$ cat config.mk
export PLATFORM = sky130hd
export DESIGN_NAME = bpb_master_flat
export DESIGN_NICKNAME = d
export VERILOG_FILES = /design/src/bpb_pkg.sv /design/src/bpb_bus_if.sv /design/src/bpb_master.sv /design/src/flat_wrapper.sv
export SDC_FILE = /design/constraint.sdc
export NUM_CORES = 1
export LEC_CHECK = 0
export ABC_AREA = 1
export ABC_CLOCK_PERIOD_IN_PS = 13850
export BUFFER_PORTS_ARGS = -buffer_cell sky130_fd_sc_hd__buf_2
export CAP_MARGIN = 5
export CORE_UTILIZATION = 62
export DETAILED_ROUTE_END_ITERATION = 6
export GPL_TIMING_DRIVEN = 0
export PLACE_DENSITY = 0.95
export REMOVE_ABC_BUFFERS = 1
export SETUP_SLACK_MARGIN = 0.05
export SLEW_MARGIN = 20
export SYNTH_ARGS = -nofsm -noshare
export SYNTH_HDL_FRONTEND = slang
export SYNTH_SLANG_ARGS = --single-unit
$ cat constraint.sdc
create_clock -name clk -period 13.85 [get_ports clk]
set_input_delay 0.6925 -clock clk [delete_from_list [all_inputs] [get_ports clk]]
set_output_delay 0.6925 -clock clk [all_outputs]
set_load 0.005 [all_outputs]
$ cat src/bpb_pkg.sv
package bpb_pkg;
   localparam int          CLK_MHZ        = 125;
   localparam int          REPLY_LIMIT_US = 10;
   localparam int          REPLY_LIMIT_CYC = REPLY_LIMIT_US * CLK_MHZ;
   localparam int          INIT_PULSE_US  = 10;
   localparam int          INIT_PULSE_CYC = INIT_PULSE_US * CLK_MHZ;
   localparam logic [15:0] TIMEOUT_VEC    = 16'h0004;
   localparam logic [15:0] EVENT_VEC      = 16'h0040;
   localparam logic [15:0] PWRFAIL_VEC    = 16'h0014;
   localparam logic [7:0]  PRIO_DISABLED  = 8'h80;
   localparam logic [7:0]  PRIO_ENABLED   = 8'h00;
   localparam int          PRIO_BIT       = 7;
   typedef enum logic [1:0] {
      BPB_DATI,
      BPB_DATIO,
      BPB_DATO
   } bpb_cycle_type;
endpackage : bpb_pkg

$ cat src/bpb_bus_if.sv
`timescale 1ns/1ps
`default_nettype none
interface bpb_bus_if;
   logic [15:0] dalMaster;
   logic        dalMasterOe;
   logic [15:0] dalSlave;
   logic        dalSlaveOe;
   logic        syncN;
   logic        dinN;
   logic        doutN;
   logic        wtbtN;
   logic        replyN;
   logic        initN;
   logic        refN;
   logic        irqN;
   logic        iakoN;
   modport master (
      output dalMaster, dalMasterOe, syncN, dinN, doutN, wtbtN, initN,
             refN, iakoN,
      input  dalSlave, dalSlaveOe, replyN, irqN
   );
   modport slave (
      input  dalMaster, dalMasterOe, syncN, dinN, doutN, wtbtN, initN,
             refN, iakoN,
      output dalSlave, dalSlaveOe, replyN, irqN
   );
endinterface : bpb_bus_if
`default_nettype wire

$ cat src/bpb_master.sv
`timescale 1ns/1ps
`default_nettype none
// Summary of operation
// - power-ok drop starts power-fail trap
// - assert init while dc-ok is low
// - halt stops program, ignores interrupts, runs debug
// - refresh line activates all dynamic memories
// - each master strobe needs slave reply
// - instruction begins with fetch at program counter
// - interrupts only before fetch, priority bit clear; external event is taken in an idle cycle with priority bit clear, not halted
// - addressed slave answers input with reply
// - input reply timeout traps through location 4
// - write/byte negated in input address phase
// - read-modify-write keeps sync, output follows
// - output reply timeout traps through location 4
// - write/byte: address phase; byte whole cycle
// - priority 4 disabled, 0 enabled
// - nearest device wins interrupt priority
// - nested higher interrupts accepted at priority 0
// - device requests only with enable set
// - device supplies fixed hard-wired vector
// - external event vectors via octal 100
// - requester blocks acknowledge, replies, drives vector
// - reset instruction pulses init ten microseconds
module bpb_master #(
   parameter int REPLY_CYC = bpb_pkg::REPLY_LIMIT_CYC,
   parameter int INIT_CYC  = bpb_pkg::INIT_PULSE_CYC
) (
   // system
   input  wire logic        clk,
   input  wire logic        rst,
   // power and control pins
   input  wire logic        powerOk,
   input  wire logic        dcOk,
   input  wire logic        haltN,
   input  wire logic        eventReq,
   // bus
   bpb_bus_if.master        bus,
   // microcode side
   input  wire logic        opStart,
   input  wire bpb_pkg::bpb_cycle_type opKind,
   input  wire logic        opFetch,
   input  wire logic        opByte,
   input  wire logic        opRefresh,
   input  wire logic [15:0] opAddr,
   input  wire logic [15:0] opWdata,
   input  wire logic [15:0] pcAddr,
   input  wire logic        intsEnabled,
   input  wire logic        resetInstr,
   output logic             opBusy,
   output logic             opDone,
   output logic [15:0]      opRdata,
   output logic             trapValid,
   output logic [15:0]      trapVector,
   output logic [7:0]       statusWord,
   output logic             debugMode
);
   typedef enum logic [2:0] {
      ST_IDLE, ST_ADDR, ST_DATA, ST_IN, ST_INEND, ST_OUT, ST_OUTEND, ST_IAK
   } bpb_state_type;

   bpb_state_type state, stateNext;
   logic [1:0]  pokS, dcS, haltS, evS, irqS, rpS;
   logic [15:0] dal1, dal2;
   logic        pokD;
   logic [31:0] tmr, tmrNext, initCnt, initCntNext;
   bpb_pkg::bpb_cycle_type kind, kindNext;
   logic        byteR, byteNext, refR, refNext, fetchR, fetchNext;
   logic [15:0] aR, aNext, wR, wNext, rdR, rdNext, vecR, vecNext;
   logic        busyR, busyNext, doneR, doneNext, trR, trNext;
   logic        syncR, syncNext, dinR, dinNext, doutR, doutNext;
   logic        wtR, wtNext, iakR, iakNext, oeR, oeNext;
   logic [15:0] dalR, dalNext;
   logic        initR, initNext;

   always_ff @(posedge clk or posedge rst) begin
      if (rst) begin
         pokS <= 2'h0; dcS <= 2'h0; haltS <= 2'h0; evS <= 2'h0;
         irqS <= 2'h0; rpS <= 2'h0; dal1 <= 16'h0000; dal2 <= 16'h0000;
         pokD <= 1'b0;
      end else begin
         pokS  <= {pokS[0], powerOk};
         dcS   <= {dcS[0], dcOk};
         haltS <= {haltS[0], ~haltN};
         evS   <= {evS[0], eventReq};
         irqS  <= {irqS[0], ~bus.irqN};
         rpS   <= {rpS[0], ~bus.replyN};
         dal1  <= bus.dalSlave;
         dal2  <= dal1;
         pokD  <= pokS[1];
      end
   end

   wire logic running = dcS[1] && !haltS[1] && !initR;
   // priority 0 allows nesting at any depth
   wire logic prioOpen = statusWord[bpb_pkg::PRIO_BIT] == 1'b0;

   always_comb begin
      stateNext = state; tmrNext = tmr; kindNext = kind;
      byteNext = byteR; refNext = refR; fetchNext = fetchR;
      aNext = aR; wNext = wR; rdNext = rdR; vecNext = vecR;
      busyNext = busyR; doneNext = 1'b0; trNext = 1'b0;
      syncNext = syncR; dinNext = dinR; doutNext = doutR;
      wtNext = wtR; iakNext = iakR; oeNext = oeR; dalNext = dalR;
      initCntNext = (initCnt != 32'd0) ? initCnt - 32'd1 : 32'd0;
      initNext = !dcS[1] || (initCnt != 32'd0);
      if (resetInstr && running) begin
         initCntNext = 32'(INIT_CYC);
      end
      if (pokD && !pokS[1] && running) begin
         trNext = 1'b1; vecNext = bpb_pkg::PWRFAIL_VEC;
      end
      case (state)
         ST_IDLE: begin
            busyNext = 1'b0;
            if (evS[1] && prioOpen && !haltS[1] && running) begin
               trNext = 1'b1; vecNext = bpb_pkg::EVENT_VEC;
            end else if (opStart && opFetch && irqS[1] && prioOpen
                         && !haltS[1] && running) begin
               busyNext = 1'b1; dinNext = 1'b1; iakNext = 1'b1;
               tmrNext = 32'd0; stateNext = ST_IAK;
               kindNext = bpb_pkg::BPB_DATI; // no output after a vector read
            end else if (opStart && !initR) begin
               busyNext = 1'b1; kindNext = opKind; byteNext = opByte;
               refNext = opRefresh; fetchNext = opFetch;
               aNext = opFetch ? pcAddr : opAddr;
               wNext = opWdata;
               dalNext = opFetch ? pcAddr : opAddr; oeNext = 1'b1;
               wtNext = (opKind == bpb_pkg::BPB_DATO) && !opFetch;
               stateNext = ST_ADDR;
            end
         end
         ST_ADDR: begin
            syncNext = 1'b1; tmrNext = 32'd0;
            // output address stands one cycle past sync so slaves latch it; input drops the drive as sync asserts
            if (kind == bpb_pkg::BPB_DATO && !fetchR) begin
               stateNext = ST_DATA;
            end else begin
               oeNext = 1'b0; dinNext = 1'b1; stateNext = ST_IN;
            end
         end
         ST_DATA: begin
            dalNext = wR; doutNext = 1'b1;
            wtNext = byteR; stateNext = ST_OUT;
         end
         ST_IN, ST_OUT, ST_IAK: begin
            tmrNext = tmr + 32'd1;
            if (rpS[1]) begin
               if (state != ST_OUT) rdNext = dal2;
               if (state == ST_IAK) begin
                  trNext = 1'b1; vecNext = dal2;
               end
               dinNext = 1'b0; doutNext = 1'b0; iakNext = 1'b0;
               stateNext = (state == ST_OUT) ? ST_OUTEND : ST_INEND;
            end else if (tmr >= 32'(REPLY_CYC) - 32'd1) begin
               trNext = 1'b1; vecNext = bpb_pkg::TIMEOUT_VEC;
               syncNext = 1'b0; dinNext = 1'b0; doutNext = 1'b0;
               iakNext = 1'b0; oeNext = 1'b0; wtNext = 1'b0;
               stateNext = ST_IDLE; busyNext = 1'b0;
            end
         end
         ST_INEND: begin
            if (!rpS[1]) begin
               if (kind == bpb_pkg::BPB_DATIO && !fetchR) begin
                  dalNext = wR; oeNext = 1'b1; doutNext = 1'b1;
                  wtNext = byteR; tmrNext = 32'd0; stateNext = ST_OUT;
               end else begin
                  syncNext = 1'b0; doneNext = 1'b1; busyNext = 1'b0;
                  stateNext = ST_IDLE;
               end
            end
         end
         ST_OUTEND: begin
            if (!rpS[1]) begin
               syncNext = 1'b0; oeNext = 1'b0; wtNext = 1'b0;
               doneNext = 1'b1; busyNext = 1'b0; stateNext = ST_IDLE;
            end
         end
         default: stateNext = ST_IDLE;
      endcase
   end

   always_ff @(posedge clk or posedge rst) begin
      if (rst) begin
         state <= ST_IDLE; tmr <= 32'd0; initCnt <= 32'd0;
         kind <= bpb_pkg::BPB_DATI; byteR <= 1'b0; refR <= 1'b0;
         fetchR <= 1'b0; aR <= 16'h0000; wR <= 16'h0000;
         rdR <= 16'h0000; vecR <= 16'h0000; busyR <= 1'b0;
         doneR <= 1'b0; trR <= 1'b0; syncR <= 1'b0; dinR <= 1'b0;
         doutR <= 1'b0; wtR <= 1'b0; iakR <= 1'b0; oeR <= 1'b0;
         dalR <= 16'h0000; initR <= 1'b1;
         statusWord <= bpb_pkg::PRIO_DISABLED; debugMode <= 1'b0;
      end else begin
         state <= stateNext; tmr <= tmrNext; initCnt <= initCntNext;
         kind <= kindNext; byteR <= byteNext; refR <= refNext;
         fetchR <= fetchNext; aR <= aNext; wR <= wNext;
         rdR <= rdNext; vecR <= vecNext; busyR <= busyNext;
         doneR <= doneNext; trR <= trNext; syncR <= syncNext;
         dinR <= dinNext; doutR <= doutNext; wtR <= wtNext;
         iakR <= iakNext; oeR <= oeNext; dalR <= dalNext;
         initR <= initNext;
         statusWord <= intsEnabled ? bpb_pkg::PRIO_ENABLED
                                   : bpb_pkg::PRIO_DISABLED;
         debugMode <= haltS[1];
      end
   end

   assign bus.dalMaster   = dalR;
   assign bus.dalMasterOe = oeR;
   assign bus.syncN       = ~syncR;
   assign bus.dinN        = ~dinR;
   assign bus.doutN       = ~doutR;
   assign bus.wtbtN       = ~wtR;
   assign bus.initN       = ~initR;
   assign bus.refN        = ~(refR && syncR);
   assign bus.iakoN       = ~iakR;
   assign opBusy          = busyR;
   assign opDone          = doneR;
   assign opRdata         = rdR;
   assign trapValid       = trR;
   assign trapVector      = vecR;
endmodule : bpb_master
`default_nettype wire

$ cat src/flat_wrapper.sv
// flat-port wrapper written by rule: the top's interface ports become plain ports
module bpb_master_flat 
#(
   parameter int REPLY_CYC = bpb_pkg::REPLY_LIMIT_CYC,
   parameter int INIT_CYC  = bpb_pkg::INIT_PULSE_CYC
)
  (clk, rst, powerOk, dcOk, haltN, eventReq, opStart, opKind, opFetch, opByte, opRefresh, opAddr, opWdata, pcAddr, intsEnabled, resetInstr, opBusy, opDone, opRdata, trapValid, trapVector, statusWord, debugMode, bus_dalMaster, bus_dalMasterOe, bus_syncN, bus_dinN, bus_doutN, bus_wtbtN, bus_initN, bus_refN, bus_iakoN, bus_dalSlave, bus_dalSlaveOe, bus_replyN, bus_irqN);
  bpb_bus_if bus_i ();
  input  wire logic clk;
  input  wire logic rst;
  input  wire logic powerOk;
  input  wire logic dcOk;
  input  wire logic haltN;
  input  wire logic eventReq;
  input  wire logic opStart;
  input  wire bpb_pkg::bpb_cycle_type opKind;
  input  wire logic opFetch;
  input  wire logic opByte;
  input  wire logic opRefresh;
  input  wire logic [15:0] opAddr;
  input  wire logic [15:0] opWdata;
  input  wire logic [15:0] pcAddr;
  input  wire logic intsEnabled;
  input  wire logic resetInstr;
  output logic opBusy;
  output logic opDone;
  output logic [15:0] opRdata;
  output logic trapValid;
  output logic [15:0] trapVector;
  output logic [7:0] statusWord;
  output logic debugMode;
  output wire logic [$bits(bus_i.dalMaster)-1:0] bus_dalMaster;
  output wire logic [$bits(bus_i.dalMasterOe)-1:0] bus_dalMasterOe;
  output wire logic [$bits(bus_i.syncN)-1:0] bus_syncN;
  output wire logic [$bits(bus_i.dinN)-1:0] bus_dinN;
  output wire logic [$bits(bus_i.doutN)-1:0] bus_doutN;
  output wire logic [$bits(bus_i.wtbtN)-1:0] bus_wtbtN;
  output wire logic [$bits(bus_i.initN)-1:0] bus_initN;
  output wire logic [$bits(bus_i.refN)-1:0] bus_refN;
  output wire logic [$bits(bus_i.iakoN)-1:0] bus_iakoN;
  input wire logic [$bits(bus_i.dalSlave)-1:0] bus_dalSlave;
  input wire logic [$bits(bus_i.dalSlaveOe)-1:0] bus_dalSlaveOe;
  input wire logic [$bits(bus_i.replyN)-1:0] bus_replyN;
  input wire logic [$bits(bus_i.irqN)-1:0] bus_irqN;
  assign bus_dalMaster = bus_i.dalMaster;
  assign bus_dalMasterOe = bus_i.dalMasterOe;
  assign bus_syncN = bus_i.syncN;
  assign bus_dinN = bus_i.dinN;
  assign bus_doutN = bus_i.doutN;
  assign bus_wtbtN = bus_i.wtbtN;
  assign bus_initN = bus_i.initN;
  assign bus_refN = bus_i.refN;
  assign bus_iakoN = bus_i.iakoN;
  assign bus_i.dalSlave = bus_dalSlave;
  assign bus_i.dalSlaveOe = bus_dalSlaveOe;
  assign bus_i.replyN = bus_replyN;
  assign bus_i.irqN = bus_irqN;
  bpb_master #(.REPLY_CYC(REPLY_CYC), .INIT_CYC(INIT_CYC)) u_core (.clk(clk), .rst(rst), .powerOk(powerOk), .dcOk(dcOk), .haltN(haltN), .eventReq(eventReq), .bus(bus_i), .opStart(opStart), .opKind(opKind), .opFetch(opFetch), .opByte(opByte), .opRefresh(opRefresh), .opAddr(opAddr), .opWdata(opWdata), .pcAddr(pcAddr), .intsEnabled(intsEnabled), .resetInstr(resetInstr), .opBusy(opBusy), .opDone(opDone), .opRdata(opRdata), .trapValid(trapValid), .trapVector(trapVector), .statusWord(statusWord), .debugMode(debugMode));
endmodule
-- Word-level counts from Yosys, hierarchy flattened
Index checks and enable logic that the tools add are counted.
W data, S select, Z words.
- flip-flop bits (word level): 200
- input bits: 81
- word-level logic and storage cells: 197
- add/sub/neg operators: 2
- $lt $le $gt $ge: 1
- equality and inequality tests: 24
- mux-type cells: 74
- bitwise logic cells: 13
- reductions and logical operators: 51
- operators with widths (kind ; count):
    $mux W32 ; 6
    $mux W16 ; 11
    $pmux W32 S4 ; 1
    $pmux W16 S3 ; 1
    $add A32 B1 Y32 const B ; 1
    $ge A32 B11 Y1 const B ; 1
    $mux W1 ; 32
    $pmux W16 S2 ; 1
    $reduce_bool A32 Y1 ; 1
    $sub A32 B1 Y32 const B ; 1
    $mux W3 ; 8
    $logic_and A1 B1 Y1 ; 18
    $pmux W3 S6 ; 1
    $reduce_and A6 Y1 ; 3
    $reduce_and A5 Y1 ; 3
    $ne A2 B2 Y1 const B ; 7
    $not A1 Y1 ; 13
    $eq A3 B3 Y1 const B ; 4
    $reduce_and A4 Y1 ; 3
    $reduce_bool A4 Y1 ; 3
    $pmux W1 S5 ; 2
    $reduce_and A10 Y1 ; 1
    $reduce_bool A5 Y1 ; 2
    $reduce_and A9 Y1 ; 1
    19 further kinds ; 40

-- Longest topological paths before layout
- word-level depth: 8
- mapped depth: 11

-- Worst setup path after synthesis
OpenSTA, ideal clock, no wires.
- kind: input port to flip-flop
- start: input opFetch
- end: register u_core.tmr[15]
- library setup time: 0.140 ns
- arrival time: 1.689 ns
- data required time: 13.710 ns
- path slack: 12.020 ns
- stages: 8
- path through: buf_4 > nand4_1 > o21ai_2 > nand4_2 > inv_1 > buf_6 > buf_6 > o22ai_1
- cells in the longest elaborated chain, start to end: 7
- ends and longest elaborated chain (item ; RTL line ; text):
    start: declaration ; flat_wrapper.sv:17 ; input wire logic opFetch;
    $logic_and A1 B1 Y1 (3 in a row) ; bpb_master.sv:118 ; end else if (opStart && opFetch && irqS[1] && prioOpen
    $logic_and A1 B1 Y1 (2 in a row) ; bpb_master.sv:119 ; && !haltS[1] && running) begin
    $ne A2 B1 Y1 (no line) ; - ;
    $reduce_and A5 Y1 (no line) ; - ;
    end signal: assignment ; bpb_master.sv:194 ; state <= stateNext; tmr <= tmrNext; initCnt <= initCntNext;
    end: declaration ; bpb_master.sv:66 ; logic [31:0] tmr, tmrNext, initCnt, initCntNext;
Every way passes these cells.
A chain may end at the register's enable or synchronous reset.

-- Worst setup path in the final report
- start: register u_core.rpS[1]
- end: register u_core.vecR[6] (netlist: u_core.trapVector[6])
- cells in the longest elaborated chain, start to end: 2
- ends and longest elaborated chain (item ; RTL line ; text):
    start: declaration ; bpb_master.sv:63 ; logic [1:0] pokS, dcS, haltS, evS, irqS, rpS;
    start signal: assignment ; bpb_master.sv:87 ; rpS <= {rpS[0], ~bus.replyN};
    $mux W16 ; bpb_master.sv:148 ; if (rpS[1]) begin
    $pmux W16 S2 ; bpb_master.sv:113 ; case (state)
    net u_core.vecNext[6] ; bpb_master.sv:69 ; logic [15:0] aR, aNext, wR, wNext, rdR, rdNext, vecR, vecNext;
    end signal: assignment ; bpb_master.sv:197 ; rdR <= rdNext; vecR <= vecNext; busyR <= busyNext;
    end: declaration ; bpb_master.sv:69 ;
The timed path passes the listed nets, and every way through them passes these cells.

==> impl_metrics.json <==
{
  "power.total_mw": 1.84,
  "cts_max_level": 4,
  "critPathLaunchType": "flop",
  "yosys.area_share.xor_xnor": 0.0317,
  "cp-startpoint": "u_core.rpS[1]",
  "rsz0062_at_grt": "no",
  "synth_top_area_share": 0.494,
  "drc": 0,
  "yosys.area.top_type": "dfrtp_1",
  "clk_path_buf_depth": 2,
  "cellPowerDensity_nw_per_um2": 167,
  "hold_class": "in2async",
  "syn_area_sq_um": 9670,
  "grt_pass1_vias": 8276,
  "tns_ns": 0,
  "yosysUniqueCellTypes": 48,
  "p_leak_nw": 5.59,
  "dp.cells": 1489,
  "num_rows": 45,
  "outcome": "finished, final reports clean",
  "r2r-end": "u_core.trapVector[6]",
  "synth_top_family_by_area": "simple AND/OR/NAND/NOR gates",
  "end_kind": "flop",
  "cts_resized": 0,
  "ys.flop_type": "dfrtp_1",
  "synth-simple-area-share": 0.282,
  "multi_input_area_sq_um": 4120,
  "grt.overflow.total": 0,
  "dp_hpwl_mm": 16.3,
  "routed_wl_mm": 24.0,
  "p_seq_frac": 0.390,
  "fmax_mhz": 271,
  "reg2reg_from": "u_core.rpS[1]",
  "cts_setup_buffers": 0,
  "vdd_drop_max_mv": 0.130,
  "nNetsFinal": 1406,
  "grt_max_degree": 81,
  "yosysMostFrequentCell": "nand2_1",
  "crit_path_max_fanout": 31,
  "max_slew_margin": 0.268,
  "cts_buffers": 17,
  "cts_root_buffer": "clkbuf_16",
  "cts_tree": "built",
  "p_sw_frac": 0.367,
  "io_pins": 149,
  "cts_hold_buf": 0,
  "reg2reg_depth": 9,
  "ys_seq_area_frac": 0.500,
  "hold_viol": 0,
  "die_h_um": 127,
  "synth_area_leaders": "dfrtp_1 (49%), nand2_1 (12%), nor2_1 (7.0%)",
  "syn_area_per_cell_sq_um": 8.08,
  "num_antenna_cells": 0,
  "synth-edff-count": 0,
  "wl_per_cell_um": 15.8,
  "syn_to_final_growth_pct": 14.2,
  "setup_violations": 0,
  "cts.clk_slew.worst_paths_ns": 0.07,
  "place_congestion": 0.915,
  "finalNonFillerCells": 1522,
  "cap_violations": 0,
  "path_class": "reg2reg",
  "start_util": 0.636,
  "synth_mux_area_frac": 0.0186,
  "p_int_mw": 1.16,
  "die_w_um": 127,
  "cts_sinks": 193,
  "antenna_left": 0,
  "async_reset_ff_frac": 1.00,
  "finalCriticalPeriod_ns": 3.69,
  "vias_per_cell": 5.67,
  "synth-compound-area-share": 0.0846,
  "yosysWarnings": 0,
  "drv_slew": 0,
  "core_sq_um": 15200,
  "register_area_sq_um": 4830,
  "tightest_slew_ns": 1.09,
  "syn-instance-count": 1197,
  "synth_seq_cells": 193,
  "grt_antenna_before_repair": 0,
  "drt_iter0_drc": 787,
  "switching_power_uw": 674,
  "synth_commonest_cells": "nand2_1 (321), dfrtp_1 (191), nor2_1 (179)",
  "dieArea_sq_um": 16100,
  "required_ns": 14.18,
  "clock-skew-final_ns": 0.0115,
  "synth_fa_ha_area_frac": 0.00518,
  "endpoint": "u_core.trapVector[6]",
  "clock_latency_ns": 0.45,
  "groute.usage.overall": 0.311,
  "worst_ep_arrival_time_ns": 4.02,
  "drive_gt1_frac": 0.173,
  "grt_pass1_wl_mm": 39.5,
  "period_share": 0.266,
  "first_pass_iters": 6,
  "hold_ws_ns": 0.238,
  "io_buffers": 140,
  "pwr-share-comb": 0.338,
  "rrSetupSlack_ns": 10.16,
  "num_vias": 8629,
  "clockPowerShare": 0.272,
  "nFillCells": 1059
}
-- stage by stage --
stage	cell area, sq um	utilization	worst slack, ns
after detailed placement	10400	0.685	10.34
final	11000	0.726	10.16
after global placement	10300	0.680	6.11
after global routing	11000	0.726	9.94
after CTS	11000	0.724	10.21
after floorplan	9400	-	7.91
-- registers in the layout, indices dropped and copies added (netlist names), 2 cells and up --
name / flops
u_core.haltS: 2
u_core.dcS: 2
u_core.pokS: 2
u_core.opRdata: 16
u_core.rpS: 2
u_core.initCnt: 32
u_core.evS: 2
u_core.state: 3
u_core.dal2: 16
u_core.trapVector: 16
u_core.irqS: 2
u_core.dal1: 16
u_core.kind: 2
u_core.bus.dalMaster: 16
u_core.wR: 16
u_core.tmr: 32
-- cell usage in the layout (no fill, tap or decap), types with 4 or more instances in the layout --
cell type  netlist  layout
nand3_1         94      94
nand2_1        321     321
inv_1          115     114
o21a_1          16      16
dfrtp_1        191     191
xnor2_1          8       8
o21ai_2         15      16
nor2_1         179     178
clkinv_4         0       4
conb_1           1       7
nor3_1          16      16
xor2_1          27      27
nand4_1         17      17
a21oi_1         10      10
buf_2           16     140
ha_1             4       4
clkbuf_16        0      17
o22ai_1          9       9
o21ai_0         65      65
nor2_4           4       4
o21ai_1          8       7
inv_2            4       4
mux2_2          16      16
-- area by class of cell --
cell class,instances,area share
Inverter,120,0.0417
Clock inverter,12,0.0145
Sequential cell,193,0.438
Multi-Input combinational cell,845,0.373
Tap cell,188,0.0213
Timing Repair Buffer,144,0.0720
Clock buffer,20,0.0396
-- power groups by stage --
stage / clock (mW) / combinational (mW) / sequential [mW]
final: 0.499 / 0.622 / 0.717
after global routing: 0.526 / 0.686 / 0.725
after CTS: 0.501 / 0.604 / 0.714
after detailed placement: 0 / 0.590 / 0.723
after global placement: 0 / 0.562 / 0.718
after floorplan: 0 / 0.386 / 0.721
-- metal layers --
metal | vias up | share of wire | routed length, um | GRT usage
li1 | 4043 | - | - | -
met1 | 4078 | 0.41 | 9770 | 0.403
met2 | 453 | 0.50 | 12100 | 0.528
met3 | 55 | 0.071 | 1700 | 0.0578
met4 | 0 | 0.020 | 476 | 0.107
met5 | - | 0 | 0 | 0
-- how the worst min path moves through the flow --
stage | startpoint | endpoint | slack, ns
3_3_place_gp | u_core.dal1[10] | u_core.dal2[10] | 0.33
6_report | rst | u_core.dal2[12] | 0.24
4_1_cts | rst | u_core.dal2[0] | 0.26
2_1_floorplan | u_core.dal1[0] | u_core.dal2[0] | 0.33
3_5_place_dp | u_core.dal1[13] | u_core.dal2[13] | 0.33
5_1_grt | rst | u_core.dal2[7] | 0.26
-- worst max-delay path, stage by stage, from the launching register on --
cell and delay (ns):
dfrtp_1 0.95, inv_1 0.25, nor2_1 0.90, inv_1 0.58
nor2_1 0.40, inv_1 0.14, nand2_1 0.12, nand2_1 0.08
nand2_1 0.10, nand2_1 0.06
-- cells by family (layout without fill, tap and decap cells) --
family	Yosys count	after routing
AOI/OAI and AO/OA	135	135
xor gates and xnor gates	35	35
adders and majority gates	4	4
buffers and inverters	165	296
DFF	193	193
muxes	16	16
other	1	7
and+or+nand+nor	648	648
(Power assumes the default switching activity.)
